### config.mk
export PLATFORM = sky130hd
export DESIGN_NAME = usb_suspend_wakeup_control
export DESIGN_NICKNAME = d
export VERILOG_FILES = /design/src/logic/uswc_pkg.sv /design/src/logic/uswc_sync.sv /design/src/logic/uswc_pin_drive.sv /design/src/logic/usb_suspend_wakeup_control.sv
export SDC_FILE = /design/constraint.sdc
export NUM_CORES = 1
export LEC_CHECK = 0
export BUFFER_PORTS_ARGS = -buffer_cell sky130_fd_sc_hd__buf_2
export CAP_MARGIN = 30
export CORE_MARGIN = 3
export CORE_UTILIZATION = 47
export DETAILED_ROUTE_END_ITERATION = 16
export PLACE_DENSITY = 0.76
export SKIP_CTS_REPAIR_TIMING = 1
export SYNTH_ARGS = -nofsm -noshare
export SYNTH_HDL_FRONTEND = slang
export SYNTH_SLANG_ARGS = --single-unit
### constraint.sdc
create_clock -name clk -period 3.85 [get_ports clk]
set_clock_uncertainty 0.2 [all_clocks]
set_input_delay 0.77 -clock clk [delete_from_list [all_inputs] [get_ports clk]]
set_output_delay 0.77 -clock clk [all_outputs]
set_load 0.05 [all_outputs]
### src/logic/uswc_pkg.sv
// Purpose: Shared constants and carriers for the USB suspend/wakeup control block
// Assumes: Single 40 MHz clock, asynchronous active-high reset
// Notes: Register offsets are byte addresses on the plain register port
package uswc_pkg;

  localparam int USWC_PINS = 11;
  localparam int USWC_ADDR_W = 8;
  localparam int USWC_DATA_W = 32;
  localparam int USWC_SYNC_STAGES = 2;

  // Register offsets
  localparam logic [USWC_ADDR_W-1:0] USWC_OFS_WAKE_SEL = 8'h00;
  localparam logic [USWC_ADDR_W-1:0] USWC_OFS_WAKE_MATCH = 8'h04;
  localparam logic [USWC_ADDR_W-1:0] USWC_OFS_SUSP_LEVEL = 8'h08;
  localparam logic [USWC_ADDR_W-1:0] USWC_OFS_SUSP_OD = 8'h0C;
  localparam logic [USWC_ADDR_W-1:0] USWC_OFS_STATUS = 8'h10;
  localparam logic [USWC_ADDR_W-1:0] USWC_OFS_IRQ_STAT = 8'h14;
  localparam logic [USWC_ADDR_W-1:0] USWC_OFS_IRQ_MASK = 8'h18;

  // Reset values of the configuration registers
  localparam logic [USWC_PINS-1:0] USWC_RST_WAKE_SEL = 11'h000;
  localparam logic [USWC_PINS-1:0] USWC_RST_WAKE_MATCH = 11'h000;
  localparam logic [USWC_PINS-1:0] USWC_RST_SUSP_LEVEL = 11'h000;
  localparam logic [USWC_PINS-1:0] USWC_RST_SUSP_OD = 11'h000;

  // Status register fields
  localparam int USWC_ST_SUSP_BIT = 0;
  localparam int USWC_ST_WAKE_BIT = 1;
  localparam int USWC_ST_INIT_BIT = 2;
  localparam int USWC_ST_PINS_LSB = 8;

  // Interrupt bits, same layout in status and mask
  localparam int USWC_IRQ_W = 4;
  localparam int USWC_IRQ_SUSP = 0;
  localparam int USWC_IRQ_EXIT = 1;
  localparam int USWC_IRQ_MISMATCH = 2;
  localparam int USWC_IRQ_BUSRST = 3;

  typedef enum logic [1:0] {
    USWC_INIT = 2'b00,
    USWC_ACTIVE = 2'b01,
    USWC_SUSP = 2'b11,
    USWC_WAKE = 2'b10
  } uswc_state_type;

  // Bus conditions reported by the USB core, one-cycle pulses
  typedef struct packed {
    logic suspend;
    logic resume;
    logic bus_reset;
    logic resume_sent;
  } uswc_usb_ev_type;

  typedef struct packed {
    logic [USWC_PINS-1:0] wake_sel;
    logic [USWC_PINS-1:0] wake_match;
    logic [USWC_PINS-1:0] susp_level;
    logic [USWC_PINS-1:0] susp_od;
  } uswc_cfg_type;

endpackage

### src/logic/uswc_sync.sv
// Purpose: Per-bit two-stage synchroniser for the general-purpose pin inputs
// Assumes: Inputs may change at any time relative to clk
// Notes: First stage feeds only the second stage
module uswc_sync
  import uswc_pkg::*;
#(
  parameter int WIDTH = USWC_PINS
) (
  // Clock and reset
  input wire logic clk,
  input wire logic rst,
  // Data
  input wire logic [WIDTH-1:0] din,
  output logic [WIDTH-1:0] dout
);

  logic [WIDTH-1:0] meta;
  logic [WIDTH-1:0] next_meta;
  logic [WIDTH-1:0] next_dout;

  always_comb begin
    next_meta = din;
    next_dout = meta;
  end

  always_ff @(posedge clk or posedge rst) begin
    if (rst) begin
      meta <= '0;
      dout <= '0;
    end else begin
      meta <= next_meta;
      dout <= next_dout;
    end
  end

endmodule

### src/logic/uswc_pin_drive.sv
// Purpose: Selects normal or suspend drive for each general-purpose pin
// Assumes: Output enable is active low
// Notes: Pins are released while reset is asserted
module uswc_pin_drive
  import uswc_pkg::*;
#(
  parameter int WIDTH = USWC_PINS
) (
  // Clock and reset
  input wire logic clk,
  input wire logic rst,
  // Control
  input wire logic suspended,
  input wire logic [WIDTH-1:0] susp_level,
  input wire logic [WIDTH-1:0] susp_od,
  // Normal-mode drive from the user side
  input wire logic [WIDTH-1:0] norm_out,
  input wire logic [WIDTH-1:0] norm_oe_n,
  // Pins
  output logic [WIDTH-1:0] pin_out,
  output logic [WIDTH-1:0] pin_oe_n
);

  logic [WIDTH-1:0] next_out;
  logic [WIDTH-1:0] next_oe_n;

  genvar g;
  generate
    for (g = 0; g < WIDTH; g++) begin : g_pin
      always_comb begin
        if (suspended) begin
          // Open-drain only pulls low; a high level is left to the pull-up
          next_out[g] = susp_od[g] ? 1'b0 : susp_level[g];
          next_oe_n[g] = susp_od[g] & susp_level[g];
        end else begin
          next_out[g] = norm_out[g];
          next_oe_n[g] = norm_oe_n[g];
        end
      end
    end
  endgenerate

  always_ff @(posedge clk or posedge rst) begin
    if (rst) begin
      pin_out <= '0;
      pin_oe_n <= '1;
    end else begin
      pin_out <= next_out;
      pin_oe_n <= next_oe_n;
    end
  end

endmodule

### src/logic/usb_suspend_wakeup_control.sv
// Purpose: Tracks USB suspend/resume, drives the suspend indicator pair, raises remote wakeup
// Assumes: USB core reports bus conditions as one-cycle pulses on clk
// Notes: Indicators are released (oe_n high) while rst is asserted
// Notes on behaviour
// - Bus suspend enters the suspended state
// - Entering suspend asserts both indicators
// - Indicators asserted after reset until enumerated
// - Active-high indicator is one while suspended
// - Second indicator always inverse of first
// - Resume, bus reset, mismatch or reset leave suspend
// - Indicators released to weak pull during reset
// - Each pin individually selectable as wakeup source
// - Selected pin mismatch while suspended sends wakeup
// - Configured level and drive mode during suspend
//
// Added by the designer: the address-and-strobe port and the address map.
module usb_suspend_wakeup_control
  import uswc_pkg::*;
(
  // Clock and reset
  input wire logic clk,
  input wire logic rst,
  // USB core
  input wire uswc_usb_ev_type usb_ev,
  input wire logic cfg_loaded,
  input wire logic enum_done,
  output logic remote_wakeup_req,
  // Register port
  input wire logic [USWC_ADDR_W-1:0] reg_addr,
  input wire logic [USWC_DATA_W-1:0] reg_wdata,
  input wire logic reg_wr,
  input wire logic reg_rd,
  output logic [USWC_DATA_W-1:0] reg_rdata,
  output logic irq,
  // Suspend indicator pins
  output logic susp_hi_out,
  output logic susp_hi_oe_n,
  output logic susp_lo_out,
  output logic susp_lo_oe_n,
  // General-purpose pins
  input wire logic [USWC_PINS-1:0] gpio_in,
  output logic [USWC_PINS-1:0] gpio_out,
  output logic [USWC_PINS-1:0] gpio_oe_n,
  // Normal-mode pin drive from the user side
  input wire logic [USWC_PINS-1:0] gpio_norm_out,
  input wire logic [USWC_PINS-1:0] gpio_norm_oe_n
);

  uswc_state_type state;
  uswc_state_type next_state;
  uswc_cfg_type cfg;
  uswc_cfg_type next_cfg;
  logic [USWC_IRQ_W-1:0] irq_stat;
  logic [USWC_IRQ_W-1:0] next_irq_stat;
  logic [USWC_IRQ_W-1:0] irq_mask;
  logic [USWC_IRQ_W-1:0] next_irq_mask;
  logic [USWC_IRQ_W-1:0] irq_set;
  logic [USWC_DATA_W-1:0] next_rdata;
  logic next_susp;
  logic susp_ind;
  logic ind_oe_n;
  logic next_wake_req;
  logic [USWC_PINS-1:0] gpio_sync;
  logic mismatch;
  logic resume_any;

  // Pin inputs crossed into clk before any comparison
  uswc_sync #(
    .WIDTH(USWC_PINS)
  ) u_sync (
    .clk(clk),
    .rst(rst),
    .din(gpio_in),
    .dout(gpio_sync)
  );

  // Mismatch on any selected pin; evaluated only in the suspended state
  assign mismatch = (state == USWC_SUSP) & (|((gpio_sync ^ cfg.wake_match) & cfg.wake_sel));
  assign resume_any = usb_ev.resume | usb_ev.resume_sent;

  // State sequencing
  always_comb begin
    next_state = state;
    next_wake_req = 1'b0;
    unique case (state)
      USWC_INIT: begin
        // Held here until configuration and enumeration both finish
        if (cfg_loaded & enum_done) begin
          next_state = USWC_ACTIVE;
        end
      end
      USWC_ACTIVE: begin
        if (usb_ev.suspend) begin
          next_state = USWC_SUSP;
        end
      end
      USWC_SUSP: begin
        if (usb_ev.bus_reset | resume_any) begin
          next_state = USWC_ACTIVE;
        end else if (mismatch) begin
          next_state = USWC_WAKE;
          next_wake_req = 1'b1;
        end
      end
      USWC_WAKE: begin
        // Wakeup signalling held until the host resumes or resets the bus, or a device-sent resume is reported
        if (usb_ev.bus_reset | resume_any) begin
          next_state = USWC_ACTIVE;
        end else begin
          next_wake_req = 1'b1;
        end
      end
    endcase
  end

  // Indicator level follows the next state so it changes with the state itself
  always_comb begin
    next_susp = (next_state == USWC_SUSP) | (next_state == USWC_INIT);
  end

  always_ff @(posedge clk or posedge rst) begin
    if (rst) begin
      state <= USWC_INIT;
      susp_ind <= 1'b1;
      ind_oe_n <= 1'b1;
      remote_wakeup_req <= 1'b0;
    end else begin
      state <= next_state;
      susp_ind <= next_susp;
      ind_oe_n <= 1'b0;
      remote_wakeup_req <= next_wake_req;
    end
  end

  // Released pins still carry their logic value; the board pull decides the wire
  assign susp_hi_out = susp_ind;
  assign susp_lo_out = ~susp_ind;
  assign susp_hi_oe_n = ind_oe_n;
  assign susp_lo_oe_n = ind_oe_n;

  // Suspend-time pin drive
  uswc_pin_drive #(
    .WIDTH(USWC_PINS)
  ) u_pins (
    .clk(clk),
    .rst(rst),
    .suspended(state == USWC_SUSP),
    .susp_level(cfg.susp_level),
    .susp_od(cfg.susp_od),
    .norm_out(gpio_norm_out),
    .norm_oe_n(gpio_norm_oe_n),
    .pin_out(gpio_out),
    .pin_oe_n(gpio_oe_n)
  );

  // Interrupt events
  always_comb begin
    irq_set = '0;
    irq_set[USWC_IRQ_SUSP] = (state != USWC_SUSP) & (next_state == USWC_SUSP);
    irq_set[USWC_IRQ_EXIT] = (state == USWC_SUSP) & (next_state != USWC_SUSP);
    irq_set[USWC_IRQ_MISMATCH] = mismatch;
    irq_set[USWC_IRQ_BUSRST] = usb_ev.bus_reset;
  end

  // Register writes
  always_comb begin
    next_cfg = cfg;
    next_irq_mask = irq_mask;
    next_irq_stat = irq_stat;
    if (reg_wr) begin
      unique case (reg_addr)
        USWC_OFS_WAKE_SEL: next_cfg.wake_sel = reg_wdata[USWC_PINS-1:0];
        USWC_OFS_WAKE_MATCH: next_cfg.wake_match = reg_wdata[USWC_PINS-1:0];
        USWC_OFS_SUSP_LEVEL: next_cfg.susp_level = reg_wdata[USWC_PINS-1:0];
        USWC_OFS_SUSP_OD: next_cfg.susp_od = reg_wdata[USWC_PINS-1:0];
        USWC_OFS_IRQ_MASK: next_irq_mask = reg_wdata[USWC_IRQ_W-1:0];
        USWC_OFS_IRQ_STAT: next_irq_stat = irq_stat & ~reg_wdata[USWC_IRQ_W-1:0];
        default: ;
      endcase
    end
    // A new event wins over a clear in the same cycle
    next_irq_stat = next_irq_stat | irq_set;
  end

  // Register reads; unmapped offsets read zero
  always_comb begin
    next_rdata = '0;
    if (reg_rd) begin
      unique case (reg_addr)
        USWC_OFS_WAKE_SEL: next_rdata[USWC_PINS-1:0] = cfg.wake_sel;
        USWC_OFS_WAKE_MATCH: next_rdata[USWC_PINS-1:0] = cfg.wake_match;
        USWC_OFS_SUSP_LEVEL: next_rdata[USWC_PINS-1:0] = cfg.susp_level;
        USWC_OFS_SUSP_OD: next_rdata[USWC_PINS-1:0] = cfg.susp_od;
        USWC_OFS_STATUS: begin
          next_rdata[USWC_ST_SUSP_BIT] = (state == USWC_SUSP);
          next_rdata[USWC_ST_WAKE_BIT] = (state == USWC_WAKE);
          next_rdata[USWC_ST_INIT_BIT] = (state == USWC_INIT);
          next_rdata[USWC_ST_PINS_LSB +: USWC_PINS] = gpio_sync;
        end
        USWC_OFS_IRQ_STAT: next_rdata[USWC_IRQ_W-1:0] = irq_stat;
        USWC_OFS_IRQ_MASK: next_rdata[USWC_IRQ_W-1:0] = irq_mask;
        default: ;
      endcase
    end
  end

  always_ff @(posedge clk or posedge rst) begin
    if (rst) begin
      cfg.wake_sel <= USWC_RST_WAKE_SEL;
      cfg.wake_match <= USWC_RST_WAKE_MATCH;
      cfg.susp_level <= USWC_RST_SUSP_LEVEL;
      cfg.susp_od <= USWC_RST_SUSP_OD;
      irq_stat <= '0;
      irq_mask <= '0;
      reg_rdata <= '0;
    end else begin
      cfg <= next_cfg;
      irq_stat <= next_irq_stat;
      irq_mask <= next_irq_mask;
      reg_rdata <= next_rdata;
    end
  end

  assign irq = |(irq_stat & irq_mask);

endmodule

==> flow_metrics.tcl, run 1 <==
set metrics [dict create \
    outcome "finished clean" \
    cpMaxStageDelayCell "nor4_4" \
    post_synth_and_or_nand_nor_area_fraction_pct 11.3 \
    data_required_critical_path_ns 4.04 \
    drt_drc_violations_left 0 \
    antenna_cells 0 \
    layout-area-overhead-vs-synth_pct 23.3 \
    cellPowerDensity_nw_per_um2 517 \
    routedLengthMet1_um 4550 \
    synth_adder_area_share_pct 0.246 \
    ioPinCount 143 \
    post_synth_inst_count 386 \
    grt_pass1_wl_um 16900 \
    worst_path_class_setup "primary input to flip-flop" \
    worst-slew-pin-transition_ns 0.890 \
    gp_congestion 0.849 \
    layout.nets 583 \
    routed.top_layer "met4" \
    synthesis.area_sq_um 5090 \
    area_of_the_placeable_core_sq_um 10400 \
    pin_count_of_the_biggest_net_entering_global_routing 121 \
    route.met3.wl_um 814 \
    yosysWarningCount 0 \
    grt_setup_unrepaired "false" \
    clock-root-buffer "clkbuf_8" \
    wl_met2_um 5090 \
    fp.dieArea_sq_um 12100 \
    synth.top_cells.by_area "dfrtp_1 (53%), mux2_2 (12%), dfstp_2 (6.7%)" \
    combinational_family_with_the_most_area_after_synthesis "multiplexers" \
    start_util_pct 48.9 \
    synth_area_leader_cell "dfrtp_1" \
    postSynthAreaPerCell_sq_um 13.2 \
    cts.sink_count 120 \
    timing_hold_violations_final 0 \
    vias_in_the_first_global_route 3324 \
    yosysMostFrequentCell "dfrtp_1" \
    final.setup.tns_ns 0 \
    drtAntennaViolNets 0 \
    sequential_to_total_area_share_from_yosys_stat_pct 59.3 \
    wl_um 10700 \
    timing.final.crit_period_ns 2.55 \
    timing.critical_path.fanout_max 11 \
    synth_xor_area_share_pct 1.89 \
    rows 37 \
    detailedPlacementHpwl_um 7550 \
    path_delay_family "simple AND/OR/NAND/NOR gates" \
    critical_path_arrival_ns 2.74 \
    drt-wirelength-per-cell_um 16.5 \
    clkTransAtPathRegs_ns 0.05 \
    post_layout_nonfiller_instances 648 \
    leakage_nw 3.11 \
    die_height_um 110 \
    max_slew_margin_pct 40.7 \
    cts_tree "built" \
    number_of_synthesized_flops_with_an_enable_pin 0 \
    grt-ovfl-total 0 \
    htreeDepth 4 \
    yosys-mux-area-fraction_pct 15.5 \
    synth_cell_types 51 \
    die_w_um 110 \
    clock.fmax_mhz 393 \
    slew_violations 0 \
    drt_iter0_drc 177 \
    numPortBuffers 108 \
    max-cap-violations 0 \
    synth_seq_cells 120 \
    async_flop_share_pct 100 \
    critPathBufInv 1 \
    post_route_cells_drive_above_1_share_pct 44.5 \
    antenna_found_initial 0 \
    fin_crit_sh_pct 66.2 \
    via_count 3287 \
    synth_largest_type_area_fraction_pct 52.6 \
    synth.cells.most_frequent "dfrtp_1 (107), mux2_2 (53), nand2_1 (43)" \
    power.ir.vdd_worst_mv 0.293 \
    gr-usage-all-layers_pct 18.8 \
    ctsLongestPathBuffers 2 \
    synth_compound_gate_area_share_pct 7.42 \
    crit_chain "buf_2 -> or4_4 -> or2_4 -> nor4_4 -> mux2_2" \
    timing.final.setup_violations 0 \
    cpPeakStageDelay_ns 0.59 \
    setup.worst_path.start_class "primary input" \
    drt_pass1_iterations 4 \
    clkLatencyLatePin_ns 0.51 \
    cts_made_buffers 17 \
    detail_route.vias_per_cell 5.07 \
    worstHoldPathType "flip-flop to flip-flop" \
    worst_setup_path_end_kind "flip-flop" \
    placed_cells_incl_taps 616 \
    synth_flop_cell "dfrtp_1" \
]
## area by class of cell
type / instances / area [sq um]
timing repair buffer: 111 / 576
fill: 844 / 4140
sequential: 120 / 3020
multi-input combinational: 243 / 1900
tap: 136 / 170
clock inverter: 12 / 150
clock buffer: 20 / 435
inverter: 6 / 26.3
## cells by family after synthesis
logic type	count (synthesis)
simple gates	97
other cells	1
buf+inv	36
xor+xnor	11
mux	63
fa+ha+maj	1
compound gates	57
flops	120
## metrics by stage
step	util, %	cell area (sq um)	hold slack [ns]	total power [W]	setup slack [ns]
2_1_floorplan	-	5140	0.131	0.00164	1.24
3_3_place_gp	54.6	5690	0.132	0.00172	0.801
3_5_place_dp	54.6	5690	0.135	0.00173	0.771
4_1_cts	60.3	6280	0.145	0.00328	1.31
5_1_grt	60.3	6280	0.141	0.00338	1.21
6_report	60.3	6280	0.147	0.00324	1.30
## where the power goes
| part | internal (W) | leakage (nW) | switching (W) | total (W) |
|---|---|---|---|---|
| Combinational | 0.000104 | 1.30 | 0.000235 | 0.000339 |
| Sequential | 0.00133 | 1.53 | 0.0000384 | 0.00137 |
| Clock | 0.000999 | 0.281 | 0.000539 | 0.00154 |
## routing by layer
| layer | up-vias | global-route usage [%] |
|---|---|---|
| met1 | 1583 | 24.7 |
| met4 | 0 | 8.37 |
| met2 | 126 | 29.4 |
| li1 | 1557 | - |
| met3 | 21 | 4.95 |
| met5 | - | 0 |
## registers in the layout (all words and copies together), names as in the netlist
signal / cells
cfg: 44
reg_rdata: 19
u_pins.pin_oe_n: 11
u_pins.pin_out: 11
u_sync.dout: 11
u_sync.meta: 11
irq_mask: 4
irq_stat: 4
state: 2
remote_wakeup_req: 1
susp_hi_oe_n: 1
susp_hi_out: 1
## worst register-to-register path, cell delays in order, from the launching register on
cell,delay (ns)
dfrtp_1,0.39
xor2_1,0.16
a222oi_1,0.80
a31o_2,0.28
ha_1,0.18
a22o_1,0.15
## path summary, 6_finish.rpt
kind	from	end	slack, ns	depth (start not counted)
max in group asynchronous	rst	cfg[29]	2.75	3
setup reg to reg	u_sync.dout[9]	irq_stat[0]	1.63	5
hold / removal	u_sync.meta[5]	u_sync.dout[5]	0.15	0
min in group asynchronous	rst	u_pins.pin_out[5]	0.22	3
setup / recovery	reg_addr[1]	cfg[34]	1.30	5
hold reg to reg	u_sync.meta[5]	u_sync.dout[5]	0.15	0
## placed cells by master, fill, tap and decap left out, types with 3 or more instances in the layout
cell type	Yosys	final
inv_1	5	4
nand2_1	43	43
clkbuf_16	0	16
nor2_1	8	8
mux2_2	53	53
a22oi_1	8	8
and2_1	13	13
clkinv_2	0	4
clkinvlp_4	0	4
conb_1	1	14
dfstp_2	13	13
mux4_2	7	7
bufinv_16	0	3
xor2_1	11	11
buf_2	3	108
o21ai_0	24	24
nand2b_1	12	12
dfrtp_1	107	107
a21oi_1	4	4
Power figures use the tool's default switching activity.
==> inputs of run 2 (changes only) <==
- clock period: 3.85 -> 2.3 ns (I/O delays scaled with it)
==> run 2 against run 1 <==
Against the previous run: the flow now finishes with violations (hold timing); clock power is 79% higher; total power up 75%; sequential power up 67%; count of clock-buffer cells in the layout grew 4; register-to-register slack lost 1.4 ns; via count is 7.6% higher; design area up 8.7%; critical path depth fell by 2; wire length up 6.5%; first-iteration DRC count rose by 45%.
==> flow_metrics.tcl, run 2 (same netlist as run 1, synthesis figures left out) <==
set metrics [dict create \
    grt_setup_unrepaired "false" \
    timing.final.setup_violations 0 \
    clkTransAtPathRegs_ns 0.06 \
    via_count 3536 \
    antenna_found_initial 1 \
    fin_crit_sh_pct 92.2 \
    drt_iter0_drc 256 \
    mostFrequentLayoutCells "buf_2 (108), dfrtp_1 (107), mux2_2 (53)" \
    clock.fmax_mhz 471 \
    layout_top_registers "cfg (44), reg_rdata (19)" \
    drt-wirelength-per-cell_um 16.3 \
    slew_violations 0 \
    cts.sink_count 120 \
    register_name_with_the_most_flops "cfg" \
    timing.critical_path.fanout_max 3 \
    area_of_the_placeable_core_sq_um 10400 \
    post_route_cells_drive_above_1_share_pct 43.7 \
    cts_made_buffers 17 \
    clkLatencyLatePin_ns 0.51 \
    max-cap-violations 0 \
    timing_hold_violations_final 1 \
    clock-root-buffer "clkbuf_8" \
    violations "hold timing" \
    fill_cells 776 \
    leading_cell_type_in_the_layout_fill_and_taps_excluded "buf_2" \
    busiest_layer "met2" \
    cts_tree "built" \
    grt-ovfl-total 0 \
    ctsLongestPathBuffers 2 \
    fp.dieArea_sq_um 12100 \
    die_height_um 110 \
    cellPowerDensity_nw_per_um2 832 \
    gp_congestion 0.877 \
    regArea_sq_um 3020 \
    rows 37 \
    leakage_nw 3.38 \
    ioPinCount 143 \
    critical_path_arrival_ns 1.46 \
    outcome "finished, violations left" \
    grt_util_met3_pct 5.71 \
    drtAntennaViolNets 0 \
    multi_input_area_sq_um 1900 \
    pin_count_of_the_biggest_net_entering_global_routing 49 \
    vias_in_the_first_global_route 3454 \
    drt_pass1_iterations 4 \
    data_required_critical_path_ns 1.64 \
    layout-area-overhead-vs-synth_pct 33.9 \
    setup.worst_path.start_class "flip-flop" \
    layout.nets 636 \
    numPortBuffers 108 \
    gr-usage-all-layers_pct 19.4 \
    start_util_pct 48.9 \
    grt_util_met2_pct 29.9 \
    fin_total_pwr_w 0.00568 \
    worst_setup_path_end_kind "primary output" \
    timing.final.crit_period_ns 2.12 \
    htreeDepth 4 \
    cpPeakStageDelay_ns 0.43 \
    detailedPlacementHpwl_um 7840 \
    power.ir.vdd_worst_mv 0.440 \
    worstHoldPathType "primary input to flip-flop" \
    detail_route.vias_per_cell 5.04 \
    wl_um 11400 \
    number_of_flip_flops_under_the_largest_register_name 44 \
    fin_worst_hold_slack_ns -0.0255 \
    drt_drc_violations_left 0 \
    antenna_cells 0 \
    worst_path_class_setup "flip-flop to primary output" \
    gr-usage-met1_pct 26.0 \
    grt_pass1_wl_um 17600 \
    crit_chain "a22oi_1 -> nand2_1 -> buf_2" \
    cpMaxStageDelayCell "dfrtp_1" \
    die_w_um 110 \
]
-- run 2: cell types whose count changed in the layout (fill, tap and decap cells not counted), sizes merged --
cell / change
dlygate4sd3: +33
bufinv: +1
inv: -1
clkbuf: +4
buf: +20
clkinvlp: -2
clkinv: -2
-- run 2: worst paths after layout --
kind | from | endpoint | slack, ns | cells after the start
min in group asynchronous | rst | u_pins.pin_out[5] | 0.33 | 3
worst max-delay path | irq_stat[3] | irq | 0.18 | 3
max in group asynchronous | rst | susp_hi_out | 0.94 | 4
worst max register to register | state[1] | irq_stat[0] | 0.24 | 5
worst min register to register | u_sync.meta[8] | u_sync.dout[8] | 0.14 | 0
worst min-delay path | gpio_norm_oe_n[1] | u_pins.pin_oe_n[1] | -0.03 | 3
-- run 2: area by class of cell --
cell class              count  area share [%]
clock buffers              24            7.05
clock inverters             8            2.09
inverters                   6           0.385
multi-input cells         243            27.9
flip-flops and latches    120            44.3
well taps                 136            2.50
repair buffers            164            15.9
-- run 2: where the power goes --
part | internal, W | switching (W)
registers | 0.00223 | 0.0000620
clock network | 0.00187 | 0.000881
logic | 0.000229 | 0.000409
total | 0.00432 | 0.00135
-- run 2: metrics by stage --
stage / cells / instance area, sq um / setup slack (ns) / util, % / TNS [ns]
after global routing: 701 / 6820 / 0.122 / 65.5 / 0
after CTS: 668 / 6490 / 0.157 / 62.3 / 0
after detailed placement: 636 / 5870 / -0.151 / 56.3 / -5.51
after floorplan: 399 / 5150 / 0.0178 / - / 0
final: 701 / 6820 / 0.179 / 65.5 / 0
after global placement: 636 / 5870 / -0.123 / 56.3 / -4.85
-- run 2: critical path: cells and delay by family (launching register included) --
kind / cells / cell delay (ns)
AO/OA/AOI/OAI: 1 / 0.23
buffers and inverters: 1 / 0.22
flip-flops: 1 / 0.43
AND/OR/NAND/NOR: 1 / 0.09
-- run 2: layer usage --
layer  up-vias  routed length, um
met2       132               5610
met4         2                199
met5         -                  7
met3        16                808
met1      1725               4790
li1       1661                  -
==> inputs of run 3 (changes only) <==
- SLEW_MARGIN: default -> 20
- clock period: 2.3 -> 1.8 ns (I/O delays scaled with it)
==> run 3 against run 2 <==
Against the previous run: the flow finishes with violations (setup timing); design area grew 7.8%; die area is the same; non-clock buffer count grew 37; total power grew 27%; count of clock-buffer cells in the layout grew 1; sequential share of layout area shrank 3.2 points; core utilization grew 5.1 points; hold slack gained 0.047 ns; clock power grew 20%; combinational power grew 50%; flip-flop and latch count is the same; wire length grew 8.1%; critical endpoint unchanged; largest power group unchanged.
==> flow_metrics.tcl, run 3 (same netlist as run 1, synthesis figures left out) <==
set metrics [dict create \
    fin_crit_sh_pct 109 \
    cts_tree "built" \
    layout.nets 673 \
    fin_worst_hold_slack_ns 0.0211 \
    data_required_critical_path_ns 1.24 \
    drt-wirelength-per-cell_um 16.7 \
    numPortBuffers 108 \
    clkTransAtPathRegs_ns 0.05 \
    fp.dieArea_sq_um 12100 \
    die_w_um 110 \
    max_slew_margin_pct 65.8 \
    antenna_found_initial 0 \
    detailedPlacementHpwl_um 8210 \
    worst-slew-pin-transition_ns 0.513 \
    power.ir.vdd_worst_mv 0.544 \
    violations "setup timing" \
    hold-path-cell-count 4 \
    timing.final.crit_period_ns 1.96 \
    drt_iter0_drc 188 \
    worst_path_class_setup "flip-flop to primary output" \
    start_util_pct 48.9 \
    cpMaxStageDelayCell "dfrtp_1" \
    relative_contribution_of_sequential_cells_to_total_power_pct 40.8 \
    setup.worst_path.start "irq_stat[1]" \
    cpPeakStageDelay_ns 0.40 \
    slew_violations 0 \
    pin_count_of_the_biggest_net_entering_global_routing 59 \
    reg2reg_setup_slack_ns -0.07 \
    max-cap-violations 0 \
    setup.worst_path.start_class "flip-flop" \
    via_count 3672 \
    post_layout_nonfiller_instances 738 \
    timing.critical_path.fanout_max 3 \
    layout_top_registers "cfg (44), reg_rdata (19)" \
    setup_slack_ns -0.159 \
    crit_chain "a22oi_1 -> nand2_1 -> buf_6" \
    worst_setup_path_end_kind "primary output" \
    timing.final.setup_violations 17 \
    ioPinCount 143 \
    timing_hold_violations_final 0 \
    detailedPlace.worstSlack_ns -0.535 \
    area_of_the_placeable_core_sq_um 10400 \
    placed_cells_incl_taps 654 \
    multi_input_area_sq_um 2010 \
    layout-area-overhead-vs-synth_pct 44.4 \
    worst_r2r_path_depth 5 \
    clkPwrFrac_pct 45.9 \
    fill_cells 712 \
    combPwrFrac_pct 13.4 \
    r2r-start "state[1]" \
    rows 37 \
    drt_drc_violations_left 0 \
    gr-usage-all-layers_pct 20.3 \
    drtAntennaViolNets 0 \
    power.switching_w 0.00179 \
    grt-ovfl-total 0 \
    drt_pass1_iterations 4 \
    number_of_flip_flops_under_the_largest_register_name 44 \
    gp_congestion 0.907 \
    critical_path.endpoint "irq" \
    antenna_cells 0 \
    critical_path_arrival_ns 1.40 \
    cellPowerDensity_nw_per_um2 977 \
    mostFrequentLayoutCells "dfrtp_1 (107), buf_2 (91), buf_4 (45)" \
    layout.core_utilization_pct 70.6 \
    cell_int_power_w 0.00540 \
    timing.rr.end "irq_stat[0]" \
    post_route_cells_drive_above_1_share_pct 47.3 \
    detail_route.vias_per_cell 4.98 \
    die_height_um 110 \
    htreeDepth 4 \
    netSwitchingFraction_pct 24.9 \
    grt_pass1_wl_um 18400 \
    cts.sink_count 120 \
    grt_setup_unrepaired "true" \
    vias_in_the_first_global_route 3576 \
    ctsLongestPathBuffers 2 \
    cts_made_buffers 17 \
    leakage_nw 3.60 \
    leading_cell_type_in_the_layout_fill_and_taps_excluded "dfrtp_1" \
    register_name_with_the_most_flops "cfg" \
    worstHoldPathType "primary input to flip-flop" \
    wl_um 12300 \
    clock.fmax_mhz 510 \
    clock-root-buffer "clkbuf_8" \
    outcome "finished, violations left" \
    regArea_sq_um 3020 \
    clkLatencyLatePin_ns 0.51 \
]
[run 3: stage by stage]
| step | setup TNS, ns | total power, W | cell area, sq um |
|---|---|---|---|
| floorplan | -41.74 | 0.00351 | 5200 |
| global placement | -30.70 | 0.00376 | 6090 |
| detailed placement | -31.80 | 0.00379 | 6090 |
| CTS | -1.41 | 0.00709 | 6670 |
| global route | -1.41 | 0.00744 | 7350 |
| finish | -0.851 | 0.00719 | 7350 |
[run 3: layout make-up]
type                       instances  area share [%]
clock buffer                      25            6.72
clock inverter                     7            1.26
multi-input combinational        243            27.3
inverter                           6           0.357
timing repair buffer             201            21.0
sequential                       120            41.1
tap                              136            2.31
[run 3: worst min-delay path by stage]
| stage | to | slack, ns | start |
|---|---|---|---|
| 6_report | remote_wakeup_req | 0.02 | usb_ev[2] |
| 3_5_place_dp | u_pins.pin_out[7] | 0.07 | rst |
| 4_1_cts | u_pins.pin_out[7] | -0.47 | rst |
| 3_3_place_gp | u_pins.pin_out[7] | 0.07 | rst |
| 2_1_floorplan | u_sync.dout[0] | 0.13 | u_sync.meta[0] |
| 5_1_grt | remote_wakeup_req | 0.01 | usb_ev[2] |
[run 3: critical path, delay by kind of cell, from the launching register on]
| family | cells | cell delay, ns |
|---|---|---|
| flip-flops | 1 | 0.40 |
| AO/OA/AOI/OAI | 1 | 0.22 |
| buffers and inverters | 1 | 0.16 |
| AND/OR/NAND/NOR | 1 | 0.11 |
[run 3: power groups by stage]
stage               Sequential (W)  Combinational (W)  Clock, W
finish                     0.00293           0.000960   0.00330
global route               0.00294            0.00103   0.00347
CTS                        0.00292           0.000828   0.00334
detailed placement         0.00297           0.000820         0
global placement           0.00296           0.000804         0
floorplan                  0.00312           0.000394         0
[run 3: routing by layer]
layer | vias up | global-route usage, % | routed length (um)
li1 | 1733 | - | -
met1 | 1796 | 27.0 | 5250
met2 | 120 | 32.7 | 6200
met3 | 23 | 4.54 | 716
met4 | 0 | 7.48 | 179
met5 | - | 0 | 0
